### src/design/dbsm_pkg.sv
package dbsm_pkg;
  // ---------------------------------------------------------------
  // Register map (index; byte address is four times the index)
  // ---------------------------------------------------------------
  localparam logic [7:0] DBSM_IDX_POWER = 8'h12;
  localparam logic [7:0] DBSM_IDX_IFACE = 8'h18;
  localparam logic [7:0] DBSM_IDX_SIDE = 8'h20;
  localparam logic [7:0] DBSM_IDX_STATUS = 8'h21;

  // ---------------------------------------------------------------
  // Field positions
  // ---------------------------------------------------------------
  localparam int DBSM_LEFT_ON_BIT = 3;
  localparam int DBSM_RIGHT_ON_BIT = 2;
  localparam int DBSM_BOOST_LSB = 9;
  localparam int DBSM_LEFT_CHSEL_BIT = 5;
  localparam int DBSM_RIGHT_CHSEL_BIT = 4;
  localparam int DBSM_LEFT_LVL_LSB = 8;
  localparam int DBSM_RIGHT_LVL_LSB = 4;
  localparam int DBSM_LEFT_SRC_LSB = 2;
  localparam int DBSM_RIGHT_SRC_LSB = 0;

  // ---------------------------------------------------------------
  // Reset values
  // ---------------------------------------------------------------
  localparam logic [1:0] DBSM_BOOST_RST = 2'h0;
  localparam logic DBSM_LEFT_CHSEL_RST = 1'b0;
  localparam logic DBSM_RIGHT_CHSEL_RST = 1'b1;
  localparam logic [3:0] DBSM_LVL_RST = 4'h0;
  localparam logic [1:0] DBSM_SRC_RST = 2'h0;
  localparam logic DBSM_ON_RST = 1'b0;

  // ---------------------------------------------------------------
  // Datapath sizes
  // ---------------------------------------------------------------
  localparam int DBSM_SAMPLE_W = 24;
  localparam int DBSM_FIFO_DEPTH = 16;
  localparam int DBSM_COEF_FRAC = 15;
  localparam logic signed [27:0] DBSM_POS_FULL = 28'sh07F_FFFF;
  localparam logic signed [27:0] DBSM_NEG_FULL = -28'sh080_0000;

  // Sidetone source encodings
  typedef enum logic [1:0] {
    DBSM_SRC_NONE = 2'h0,
    DBSM_SRC_LEFT = 2'h1,
    DBSM_SRC_RIGHT = 2'h2,
    DBSM_SRC_RSVD = 2'h3
  } dbsm_src_t;

  typedef struct packed {
    logic signed [DBSM_SAMPLE_W-1:0] left;
    logic signed [DBSM_SAMPLE_W-1:0] right;
  } dbsm_pair_t;

  // Sidetone gain in Q1.15, -36 dB to 0 dB in 3 dB steps
  function automatic logic [16:0] dbsm_side_coef(input logic [3:0] lvl);
    logic [16:0] c;
    c = 17'h0_8000;
    unique case (lvl)
      4'h0: c = 17'h0_0207;
      4'h1: c = 17'h0_02DD;
      4'h2: c = 17'h0_040C;
      4'h3: c = 17'h0_05B8;
      4'h4: c = 17'h0_0814;
      4'h5: c = 17'h0_0B68;
      4'h6: c = 17'h0_101D;
      4'h7: c = 17'h0_16C3;
      4'h8: c = 17'h0_2027;
      4'h9: c = 17'h0_2D6B;
      4'hA: c = 17'h0_4027;
      4'hB: c = 17'h0_5A9E;
      default: c = 17'h0_8000;
    endcase
    return c;
  endfunction
endpackage

### src/design/dbsm_mixer.sv
// Notes on behaviour
// - Playback samples gain 0, +6, +12 or +18 dB from a two-bit boost field.
// - Boost acts on interface playback data before it reaches the converter input.
// - Sidetone is mixed only while converter and capture sample rates match.
// - Sidetone samples come from the capture high-pass filter output.
// - Each converter channel adds its own selected sidetone; any source to any channel.
// - Left capture sidetone scaled -36 dB to 0 dB in 3 dB codes; reset 0000.
// - Right capture sidetone scaled with the same mapping; reset 0000.
// - Left converter sidetone source: none, left, right, reserved; reset 00.
// - Right converter sidetone source, same encoding; reset 00.
// - Each converter runs only while its enable bit is set; both reset off.
// - Summed samples leave at 24-bit precision toward interpolation.
// - Converter channel select picks left or right interface data; right resets to 1.
`timescale 1ns/1ps

// ---------------------------------------------------------------
// Playback FIFO
// ---------------------------------------------------------------
module dbsm_fifo #(
  parameter int WIDTH = 48,
  parameter int DEPTH = 16
) (
  input wire logic clk_in, // Core clock
  input wire logic rst_in, // Synchronous reset
  input wire logic ce_in, // Clock enable
  input wire logic in_valid_in, // Write request
  output logic in_ready_out, // Room for a word
  input wire logic [WIDTH-1:0] in_data_in, // Write data
  output logic out_valid_out, // Word available
  input wire logic out_ready_in, // Read accept
  output logic [WIDTH-1:0] out_data_out, // Head word
  output logic [$clog2(DEPTH):0] count_out // Fill level
);
  localparam int AW = $clog2(DEPTH);
  localparam logic [AW:0] FULL = (AW+1)'(DEPTH);
  logic [WIDTH-1:0] mem [DEPTH];
  logic [AW-1:0] wr_ptr;
  logic [AW-1:0] rd_ptr;
  logic push;
  logic pop;
  logic [AW:0] next_count;

  assign push = in_valid_in && in_ready_out;
  assign pop = out_valid_out && out_ready_in;
  assign out_valid_out = (count_out != '0);
  assign out_data_out = mem[rd_ptr];
  assign next_count = count_out + (AW+1)'(push) - (AW+1)'(pop);

  always_ff @(posedge clk_in) begin
    if (ce_in && push) begin
      mem[wr_ptr] <= in_data_in;
    end
  end

  always_ff @(posedge clk_in) begin
    if (rst_in) begin
      wr_ptr <= '0;
      rd_ptr <= '0;
      count_out <= '0;
      in_ready_out <= 1'b0;
    end else if (ce_in) begin
      if (push) begin
        wr_ptr <= wr_ptr + 1'b1;
      end
      if (pop) begin
        rd_ptr <= rd_ptr + 1'b1;
      end
      count_out <= next_count;
      // Registered so the source sees back-pressure from a flop
      in_ready_out <= (next_count != FULL);
    end
  end
endmodule // dbsm_fifo

// ---------------------------------------------------------------
// Boost and sidetone mixer
// ---------------------------------------------------------------
module dbsm_mixer
  import dbsm_pkg::*;
(
  input wire logic REF_CLK_IN, // Core clock
  input wire logic RESET_IN, // Synchronous reset, high
  input wire logic CLK_EN_IN, // Freezes all state when low
  input wire logic PSEL_IN, // APB select
  input wire logic PENABLE_IN, // APB enable
  input wire logic PWRITE_IN, // APB direction
  input wire logic [9:0] PADDR_IN, // APB byte address
  input wire logic [31:0] PWDATA_IN, // APB write data
  output logic [31:0] PRDATA_OUT, // APB read data
  output logic PREADY_OUT, // APB ready
  output logic PSLVERR_OUT, // APB error
  input wire logic PLAY_VALID_IN, // Serial playback input sample valid
  input wire dbsm_pair_t PLAY_DATA_IN, // Serial playback input stereo sample
  output logic PLAY_READY_OUT, // Playback FIFO has room
  input wire logic HPF_VALID_IN, // Capture high-pass output valid
  input wire dbsm_pair_t HPF_DATA_IN, // Capture high-pass output sample
  input wire logic RATE_MATCH_IN, // Capture and playback rates equal
  output logic DAC_VALID_OUT, // Mixed sample valid
  output dbsm_pair_t DAC_DATA_OUT, // Mixed sample to interpolation
  input wire logic DAC_READY_IN, // Interpolation accepts sample
  output logic LEFT_CONVERTER_ON_OUT, // Left converter enable
  output logic RIGHT_CONVERTER_ON_OUT // Right converter enable
);
  // ---------------------------------------------------------------
  // Control registers
  // ---------------------------------------------------------------
  logic left_converter_on;
  logic right_converter_on;
  logic [1:0] boost;
  logic left_converter_channel_select;
  logic right_converter_channel_select;
  logic [3:0] left_sidetone_level;
  logic [3:0] right_sidetone_level;
  logic [1:0] left_dac_sidetone_select;
  logic [1:0] right_dac_sidetone_select;

  logic access;
  logic addr_ok;
  logic [7:0] idx;
  logic [31:0] rd_word;
  logic write_now;

  assign access = PSEL_IN && PENABLE_IN;
  assign idx = PADDR_IN[9:2];
  assign write_now = access && PREADY_OUT && PWRITE_IN && !PSLVERR_OUT;

  logic [4:0] fifo_count;
  logic fifo_valid;
  dbsm_pair_t fifo_data;
  logic take;

  always_comb begin
    rd_word = 32'h0000_0000;
    addr_ok = (PADDR_IN[1:0] == 2'b00);
    unique case (idx)
      DBSM_IDX_POWER: begin
        rd_word[DBSM_LEFT_ON_BIT] = left_converter_on;
        rd_word[DBSM_RIGHT_ON_BIT] = right_converter_on;
      end
      DBSM_IDX_IFACE: begin
        rd_word[DBSM_BOOST_LSB +: 2] = boost;
        rd_word[DBSM_LEFT_CHSEL_BIT] = left_converter_channel_select;
        rd_word[DBSM_RIGHT_CHSEL_BIT] = right_converter_channel_select;
      end
      DBSM_IDX_SIDE: begin
        rd_word[DBSM_LEFT_LVL_LSB +: 4] = left_sidetone_level;
        rd_word[DBSM_RIGHT_LVL_LSB +: 4] = right_sidetone_level;
        rd_word[DBSM_LEFT_SRC_LSB +: 2] = left_dac_sidetone_select;
        rd_word[DBSM_RIGHT_SRC_LSB +: 2] = right_dac_sidetone_select;
      end
      DBSM_IDX_STATUS: begin
        rd_word[4:0] = fifo_count;
        rd_word[8] = DAC_VALID_OUT;
        rd_word[9] = RATE_MATCH_IN;
      end
      default: addr_ok = 1'b0;
    endcase
  end

  // Ready comes one cycle into the access phase; write lands on the next edge, while ready is high
  always_ff @(posedge REF_CLK_IN) begin
    if (RESET_IN) begin
      PREADY_OUT <= 1'b0;
      PSLVERR_OUT <= 1'b0;
      PRDATA_OUT <= 32'h0000_0000;
    end else if (CLK_EN_IN) begin
      PREADY_OUT <= access && !PREADY_OUT;
      PSLVERR_OUT <= access && !PREADY_OUT && !addr_ok;
      if (access && !PREADY_OUT) begin
        PRDATA_OUT <= (addr_ok && !PWRITE_IN) ? rd_word : 32'h0000_0000;
      end
    end
  end

  always_ff @(posedge REF_CLK_IN) begin
    if (RESET_IN) begin
      left_converter_on <= DBSM_ON_RST;
      right_converter_on <= DBSM_ON_RST;
      boost <= DBSM_BOOST_RST;
      left_converter_channel_select <= DBSM_LEFT_CHSEL_RST;
      right_converter_channel_select <= DBSM_RIGHT_CHSEL_RST;
      left_sidetone_level <= DBSM_LVL_RST;
      right_sidetone_level <= DBSM_LVL_RST;
      left_dac_sidetone_select <= DBSM_SRC_RST;
      right_dac_sidetone_select <= DBSM_SRC_RST;
    end else if (CLK_EN_IN && write_now) begin
      unique case (idx)
        DBSM_IDX_POWER: begin
          left_converter_on <= PWDATA_IN[DBSM_LEFT_ON_BIT];
          right_converter_on <= PWDATA_IN[DBSM_RIGHT_ON_BIT];
        end
        DBSM_IDX_IFACE: begin
          boost <= PWDATA_IN[DBSM_BOOST_LSB +: 2];
          left_converter_channel_select <= PWDATA_IN[DBSM_LEFT_CHSEL_BIT];
          right_converter_channel_select <= PWDATA_IN[DBSM_RIGHT_CHSEL_BIT];
        end
        DBSM_IDX_SIDE: begin
          left_sidetone_level <= PWDATA_IN[DBSM_LEFT_LVL_LSB +: 4];
          right_sidetone_level <= PWDATA_IN[DBSM_RIGHT_LVL_LSB +: 4];
          left_dac_sidetone_select <= PWDATA_IN[DBSM_LEFT_SRC_LSB +: 2];
          right_dac_sidetone_select <= PWDATA_IN[DBSM_RIGHT_SRC_LSB +: 2];
        end
        default: ;
      endcase
    end
  end

  always_ff @(posedge REF_CLK_IN) begin
    if (RESET_IN) begin
      LEFT_CONVERTER_ON_OUT <= DBSM_ON_RST;
      RIGHT_CONVERTER_ON_OUT <= DBSM_ON_RST;
    end else if (CLK_EN_IN) begin
      LEFT_CONVERTER_ON_OUT <= left_converter_on;
      RIGHT_CONVERTER_ON_OUT <= right_converter_on;
    end
  end

  // ---------------------------------------------------------------
  // Sidetone capture
  // ---------------------------------------------------------------
  // Latest filtered capture sample; held so playback and capture strobes
  // need not coincide when both run at one rate
  dbsm_pair_t side_hold;

  always_ff @(posedge REF_CLK_IN) begin
    if (RESET_IN) begin
      side_hold <= '0;
    end else if (CLK_EN_IN && HPF_VALID_IN) begin
      side_hold <= HPF_DATA_IN;
    end
  end

  // ---------------------------------------------------------------
  // Playback path
  // ---------------------------------------------------------------
  dbsm_fifo #(
    .WIDTH($bits(dbsm_pair_t)),
    .DEPTH(DBSM_FIFO_DEPTH)
  ) u_play_fifo (
    .clk_in(REF_CLK_IN),
    .rst_in(RESET_IN),
    .ce_in(CLK_EN_IN),
    .in_valid_in(PLAY_VALID_IN),
    .in_ready_out(PLAY_READY_OUT),
    .in_data_in(PLAY_DATA_IN),
    .out_valid_out(fifo_valid),
    .out_ready_in(take),
    .out_data_out(fifo_data),
    .count_out(fifo_count)
  );

  assign take = fifo_valid && (!DAC_VALID_OUT || DAC_READY_IN);

  function automatic logic signed [27:0] side_term(
    input dbsm_pair_t st,
    input logic [1:0] src,
    input logic [3:0] lvl_l,
    input logic [3:0] lvl_r,
    input logic rates_ok
  );
    logic signed [41:0] p;
    p = '0;
    if (rates_ok) begin
      unique case (dbsm_src_t'(src))
        DBSM_SRC_LEFT: p = st.left * $signed({1'b0, dbsm_side_coef(lvl_l)});
        DBSM_SRC_RIGHT: p = st.right * $signed({1'b0, dbsm_side_coef(lvl_r)});
        default: p = '0; // Reserved code mixes nothing
      endcase
    end
    return 28'(p >>> DBSM_COEF_FRAC);
  endfunction

  function automatic logic signed [DBSM_SAMPLE_W-1:0] mix(
    input logic signed [DBSM_SAMPLE_W-1:0] s,
    input logic [1:0] gain,
    input logic signed [27:0] side,
    input logic on
  );
    logic signed [27:0] v;
    logic signed [DBSM_SAMPLE_W-1:0] r;
    // Each boost step doubles: +6 dB
    v = (28'(s) <<< gain) + side;
    if (v > DBSM_POS_FULL) begin
      r = DBSM_POS_FULL[DBSM_SAMPLE_W-1:0];
    end else if (v < DBSM_NEG_FULL) begin
      r = DBSM_NEG_FULL[DBSM_SAMPLE_W-1:0];
    end else begin
      r = v[DBSM_SAMPLE_W-1:0];
    end
    return on ? r : '0;
  endfunction

  logic signed [DBSM_SAMPLE_W-1:0] left_in;
  logic signed [DBSM_SAMPLE_W-1:0] right_in;

  assign left_in = left_converter_channel_select ? fifo_data.right : fifo_data.left;
  assign right_in = right_converter_channel_select ? fifo_data.right : fifo_data.left;

  always_ff @(posedge REF_CLK_IN) begin
    if (RESET_IN) begin
      DAC_VALID_OUT <= 1'b0;
      DAC_DATA_OUT <= '0;
    end else if (CLK_EN_IN) begin
      if (take) begin
        DAC_VALID_OUT <= 1'b1;
        DAC_DATA_OUT.left <= mix(left_in, boost, side_term(side_hold,
          left_dac_sidetone_select, left_sidetone_level, right_sidetone_level,
          RATE_MATCH_IN), left_converter_on);
        DAC_DATA_OUT.right <= mix(right_in, boost, side_term(side_hold,
          right_dac_sidetone_select, left_sidetone_level, right_sidetone_level,
          RATE_MATCH_IN), right_converter_on);
      end else if (DAC_READY_IN) begin
        DAC_VALID_OUT <= 1'b0;
      end
    end
  end
endmodule // dbsm_mixer

### config.mk
export PLATFORM = sky130hd
export DESIGN_NAME = dbsm_mixer
export DESIGN_NICKNAME = d
export VERILOG_FILES = /design/src/design/dbsm_pkg.sv /design/src/design/dbsm_mixer.sv
export SDC_FILE = /design/constraint.sdc
export NUM_CORES = 2
export LEC_CHECK = 0
export ABC_AREA = 1
export BUFFER_PORTS_ARGS = -buffer_cell sky130_fd_sc_hd__buf_4
export CORE_MARGIN = 10
export CORE_UTILIZATION = 45
export CTS_CLUSTER_SIZE = 16
export DETAILED_ROUTE_END_ITERATION = 12
export MAX_ROUTING_LAYER = met4
export SYNTH_ARGS = -nofsm -noshare
export SYNTH_HDL_FRONTEND = slang
export SYNTH_SLANG_ARGS = --single-unit
### constraint.sdc
create_clock -name REF_CLK_IN -period 16.3 [get_ports REF_CLK_IN]
set_input_delay 2.445 -clock REF_CLK_IN [delete_from_list [all_inputs] [get_ports REF_CLK_IN]]
set_output_delay 2.445 -clock REF_CLK_IN [all_outputs]
set_load 0.03 [all_outputs]
* Word level (Yosys, flattened, before mapping)
Memories as Yosys holds them, arrays and structs flattened. A register that Yosys moved wholly into a read port is not among the register bits.
Index checks and enable logic that the tools add are counted.
** Word-level totals
- Bits in writable memories :: 768
- Input port bits :: 148
- Logic and storage cells :: 147
- Bits in registers :: 165
- Bits in read-only memories :: 1024
- Output and inout bits :: 86
- Memories kept :: 5
** Memory list
- u_play_fifo.mem :: depth 16, width 48, rd ports 1, clocked after Yosys merged registers in 1, wr ports 1, line dbsm_mixer.sv:36 : logic [WIDTH-1:0] mem [DEPTH];
- (name not given) :: depth 16, width 16, rd ports 1, clocked after Yosys merged registers in 1, wr ports 0, line dbsm_pkg.sv:59 : unique case (lvl)
- (name not given) :: depth 16, width 16, rd ports 1, clocked after Yosys merged registers in 1, wr ports 0, line dbsm_pkg.sv:59
- (name not given) :: depth 16, width 16, rd ports 1, clocked after Yosys merged registers in 1, wr ports 0, line dbsm_pkg.sv:59
- (name not given) :: depth 16, width 16, rd ports 1, clocked after Yosys merged registers in 1, wr ports 0, line dbsm_pkg.sv:59
** Cells by class
- Eq/ne operators :: 9
- Multipliers :: 4
- Magnitude comparators :: 4
- Add/sub/neg operators :: 6
- Reductions and logical operators :: 31
- Multiplexer cells :: 63
- Shifts and indexed selects :: 2
** Operators by type and width (count)
- $mux 17 :: 20
- $mux 42 :: 8
- $mux 24 :: 8
- $mul 24x18->42 :: 4
- $pmux 42 s2 :: 2
- $add 28x27->28 :: 2
- $gt 28x24->1 const B :: 2
- $lt 28x24->1 const B :: 2
- $sshl 24x2->28 :: 2
- $mux 4 :: 10
- $eq 8x5->1 const B :: 2
- $eq 8x6->1 const B :: 2
- $reduce_and 2->1 :: 8
- $logic_and 1x1->1 :: 13
- $mux 12 :: 1
- $add 4x1->4 const B :: 2
- $mux 1 :: 6
- $pmux 1 s2 :: 3
- $pmux 1 s3 :: 2
- $pmux 2 s3 :: 1
- $add 5x1->5 :: 1
- $logic_not 1->1 :: 5
- $ne 5x5->1 const B :: 1
- $reduce_bool 5->1 :: 1
- other kinds (9) :: 11

* Longest topological paths before layout
- Word-level depth :: 17
- Mapped depth :: 47
- Mapped depth without buffers :: 44

* Hierarchy
Synthesis repeated with hierarchy kept, for this count alone.
** Second synthesis, totals
- Cells, all modules :: 8605
- Area, all modules :: 73739.5 µm²
** By module, submodules not included
- dbsm_mixer :: sequential area each 3263.1 µm², instances 1, area an instance 41957.7 µm², cells each 5987
- dbsm_fifo :: sequential area each 23422.5 µm², instances 1, area an instance 31781.7 µm², cells each 2618

* Worst setup path after synthesis
Ideal clock, no wire load.
- Path type :: reg2reg
- Start point :: register side_hold[23] (netlist name)
- End point :: register DAC_DATA_OUT[13] (netlist name)
- Setup slack :: 8.683 ns
- Period minus slack after synthesis :: 7.617 ns
- Setup time :: 0.071 ns
- Required time :: 16.229 ns
- Cell stages (with the launch flop) :: 39
- Data arrival time :: 7.546 ns
- Path buffers :: 3
- Cells stage by stage :: dfxtp_1 -> clkbuf_1 -> clkbuf_1 -> nand2_1 -> fa_1 -> fa_1 -> inv_1 -> fa_1 -> inv_1 -> fa_1 -> inv_1 -> fa_1 -> inv_1 -> fa_1 -> inv_1 -> ha_1 -> a21oi_1 -> o21ai_0 -> (+3 left out) -> nand3_1 -> or2_2 -> nand3_1 -> a21oi_1 -> ha_1 -> nand2_1 -> nor4_1 -> a21oi_1 -> nand2_1 -> nand2_1 -> nand2_1 -> inv_1 -> nand2_2 -> buf_4 -> nand2_1 -> nand2_1 -> nand2_1 -> a21oi_1
** On the way
- Cells in the longest elaborated chain, start to end :: 11
- Elaborated cells on any way between the ends :: 12
- Those cells by class :: add/sub (1); mul (1); order compare (2); mux (8)
** RTL lines
- from (decl) :: line dbsm_mixer.sv:223 : dbsm_pair_t side_hold;
- from (signal assigned) :: line dbsm_mixer.sv:227 : side_hold <= '0;
- from (signal assigned) :: line dbsm_mixer.sv:229 : side_hold <= HPF_DATA_IN;
- $mul 24x18->42 * :: line dbsm_mixer.sv:266 : DBSM_SRC_RIGHT: p = st.right * $signed({1'b0, dbsm_side_coef(lvl_r)});
- $pmux 42 s2 * :: line dbsm_mixer.sv:264 : unique case (dbsm_src_t'(src))
- $mux 42 * :: line dbsm_mixer.sv:263 : if (rates_ok) begin
- $mux 42 * :: line dbsm_mixer.sv:304 : if (take) begin
- $mux 42 * :: line dbsm_mixer.sv:303 : end else if (CLK_EN_IN) begin
- $mux 42 * :: line dbsm_mixer.sv:300 : if (RESET_IN) begin
- $add 28x27->28 * :: line dbsm_mixer.sv:282 : v = (28'(s) <<< gain) + side;
- $lt 28x24->1 :: line dbsm_mixer.sv:285 : end else if (v < DBSM_NEG_FULL) begin
- $mux 24 :: line dbsm_mixer.sv:285
- $mux 24 * :: line dbsm_mixer.sv:283 : if (v > DBSM_POS_FULL) begin
- $mux 24 * :: line dbsm_mixer.sv:290 : return on ? r : '0;
- to (decl) :: line dbsm_mixer.sv:99 : output dbsm_pair_t DAC_DATA_OUT,
Every way passes the cells marked *; elsewhere a longest branch is shown, timed or not. The select of a mux whose other input is x is not followed.
A chain may end at the register's enable or synchronous reset.

==> flow_metrics.py <==
metrics = {
    "power_and_ir_drop": {
        "leakage_nw": 37.3,
        "total_power_mw": 7.04,
        "power_density_nw_per_um2": 89.0,
        "vdd_ir_drop_max_mv": 0.105,
    },
    "drt": {
        "dr.pass1.iters": 6,
        "drc_errors": 0,
        "drt-wirelength-per-cell_um": 19.6,
        "vias": 55099,
        "routed_wl_um": 209000,
        "postRouteAntennaNets": 0,
        "first_iter_violations": 4033,
        "vias_per_cell": 5.16,
    },
    "sta": {
        "slew_headroom": 0.118,
        "maxSlewViolCount": 0,
        "fmax_mhz": 102,
        "rsz0062_at_grt": "no",
        "final_hold_viol_count": 0,
        "fin_crit_ns": 9.84,
        "tightest_slew_ns": 1.32,
        "layout_worst_path_cycle_share": 0.604,
        "setup_viol": 0,
        "fin_worst_skew_ns": 0.0472,
        "finalSetupTns_ns": 0,
    },
    "job": {
        "cap_violations": 0,
    },
    "setup_path": {
        "cp.required_ns": 16.93,
        "cp.arrival_ns": 10.47,
        "worstSetupPathType": "flip-flop to flip-flop",
        "end_kind": "flip-flop",
        "cpMaxStageDelayCell": "dfxtp_1",
        "slowest_delay_ns": 1.11,
        "cp_common_cell": "inv_1",
        "crit_fanout": 24,
        "start_kind": "flip-flop",
    },
    "cells_and_area": {
        "final_common_cell": "nand2_1",
        "area_growth_pct": 8.76,
        "post-route-util": 0.493,
        "stdcell_count": 10668,
        "final_layout_size_suffix_gt1_frac": 0.0575,
        "num-fill-cells": 15345,
        "num-nets-final": 9593,
        "final_cell_mix": "2263 x nand2_1, 1606 x inv_1, 768 x edfxtp_1, 751 x fa_1, 712 x nand3_1",
    },
    "place": {
        "io_buffer_count": 193,
        "hpwl_um": 146000,
        "gp_congestion": 0.916,
        "post-place-cells": 10474,
    },
    "clock_network": {
        "cts_resized": 0,
        "cts.path.max_buffers": 3,
        "insertion_delay_ns": 0.75,
        "numCtsBuffers": 101,
        "cts_tree": "built",
        "cts_hold_buf": 0,
        "ctsHtreeMaxLevel": 3,
        "path_clk_slew_ns": 0.06,
        "postCtsSetupBuffers": 0,
        "root_buffer": "clkbuf_16",
        "clock_sinks": 949,
    },
    "yosys": {
        "syn_area_sq_um": 72800,
        "yosysSeqAreaShare": 0.367,
        "ys_ff_latch": 949,
        "ys.flop_type": "edfxtp_1",
        "syn_inst": 8461,
        "async_flop_share": 0,
        "ys_warn_count": 0,
        "synth_area_per_cell_sq_um": 8.60,
        "yosysUniqueCellTypes": 59,
        "synth_edf_count": 768,
    },
    "global_route": {
        "grt_pass1_wl_um": 327000,
        "grt_max_degree": 197,
        "grt_pass1_vias": 56307,
        "gr-total-overflow": 0,
        "grtUsageTotal": 0.240,
        "antenna_found_initial": 9,
    },
    "floorplan": {
        "core_area_sq_um": 161000,
        "fp.dieH_um": 422,
        "boundaryPins": 234,
        "std_cell_rows": 147,
        "dieArea_sq_um": 178000,
        "start_util": 0.453,
        "die_x_um": 422,
    },
    "run_status": {
        "status": "finished, final reports clean",
    },
    "min_path": {
        "hold_class": "flip-flop to flip-flop",
        "min_from": "DAC_DATA_OUT[19]",
    },
}
[per-layer routing]
layer  share of wire  vias up  track usage
li1                -    26255            -
met4           0.032        0       0.0752
met2            0.51     1490        0.421
met3           0.052      333       0.0300
met1            0.41    27021        0.287
met5               0        -            -
[Yosys cell counts, types with 11 or more instances]
master	instances	share of area
a21o_1	15	0.0015
a21oi_1	299	0.021
a31oi_1	19	0.0016
buf_1	33	0.0017
buf_2	76	0.0052
buf_4	26	0.0027
clkbuf_1	290	0.015
dfxtp_1	181	0.050
edfxtp_1	768	0.32
fa_1	751	0.21
ha_1	277	0.048
inv_1	1610	0.083
nand2_1	2264	0.12
nand3_1	712	0.049
nand3b_1	21	0.0022
nand4_1	26	0.0022
nor2_1	461	0.024
nor3_1	30	0.0021
o211ai_1	25	0.0026
o21ai_0	336	0.023
o21bai_1	11	0.0011
o221ai_1	30	0.0036
o22ai_1	17	0.0015
or2_2	17	0.0015
xnor2_1	28	0.0034
xor2_1	43	0.0052
[critical path, delay by kind of cell (launching register included)]
kind                     cells  cell delay (ns)
AO/OA/AOI/OAI                5             0.90
AND/OR/NAND/NOR             14             2.89
adder cells (fa/ha/maj)      8             4.30
flip-flops                   1             1.11
buffers and inverters        7             0.54
[where the power goes]
part	internal [mW]	total (mW)	switching, mW
Sequential	2.64	2.71	0.0777
Combinational	0.643	2.05	1.41
Clock	1.28	2.28	0.997
Total	4.56	7.04	2.48
[worst paths after layout]
kind	slack (ns)	end	cells past startpoint
worst max-delay path	6.46	DAC_DATA_OUT[40]	34
worst max register to register	6.46	DAC_DATA_OUT[40]	34
worst min-delay path	0.46	DAC_DATA_OUT[19]	2
worst min register to register	0.46	DAC_DATA_OUT[19]	2
[area by class of cell]
cell class	count	area, sq um	area share
Clock buffer	121	2660	0.0335
Sequential cell	949	26700	0.337
Inverter	1625	6120	0.0773
Antenna cell	7	17.5	0.000221
Tap cell	2160	2700	0.0341
Multi-Input combinational cell	5476	38400	0.485
Clock inverter	66	624	0.00788
Timing Repair Buffer	264	1990	0.0252
[sequential cells by signal, indices dropped and copies added, names as in the netlist, 2 cells and up, named ones only]
register                   flops
u_play_fifo.mem              768
DAC_DATA_OUT                  48
side_hold                     48
PRDATA_OUT                    12
u_play_fifo.count_out          5
left_sidetone_level            4
right_sidetone_level           4
u_play_fifo.rd_ptr             4
u_play_fifo.wr_ptr             4
boost                          2
left_dac_sidetone_select       2
right_dac_sidetone_select      2
[logic make-up (layout without fill, tap and decap cells)]
| kind of cell | count (synthesis) | after routing | share of synthesized area |
|---|---|---|---|
| adder cells (fa/ha/maj) | 1028 | 1028 | 0.254 |
| other | 1 | 27 | 0.0000515 |
| flip-flops | 949 | 949 | 0.367 |
| AO/OA/AOI/OAI | 785 | 785 | 0.0589 |
| XOR/XNOR | 71 | 71 | 0.00854 |
| buffers and inverters | 2055 | 2076 | 0.109 |
| multiplexers | 7 | 7 | 0.000962 |
| AND/OR/NAND/NOR | 3565 | 3565 | 0.202 |
[stage by stage]
step / setup WS (ns) / hold WS, ns / area, sq um
after floorplan: 8.68 / 0.434 / 72900
after global placement: 6.60 / 0.447 / 75900
after detailed placement: 6.49 / 0.457 / 75900
after CTS: 6.49 / 0.467 / 79200
after global routing: 5.73 / 0.487 / 79200
final: 6.46 / 0.464 / 79200
(Power assumes the default switching activity.)
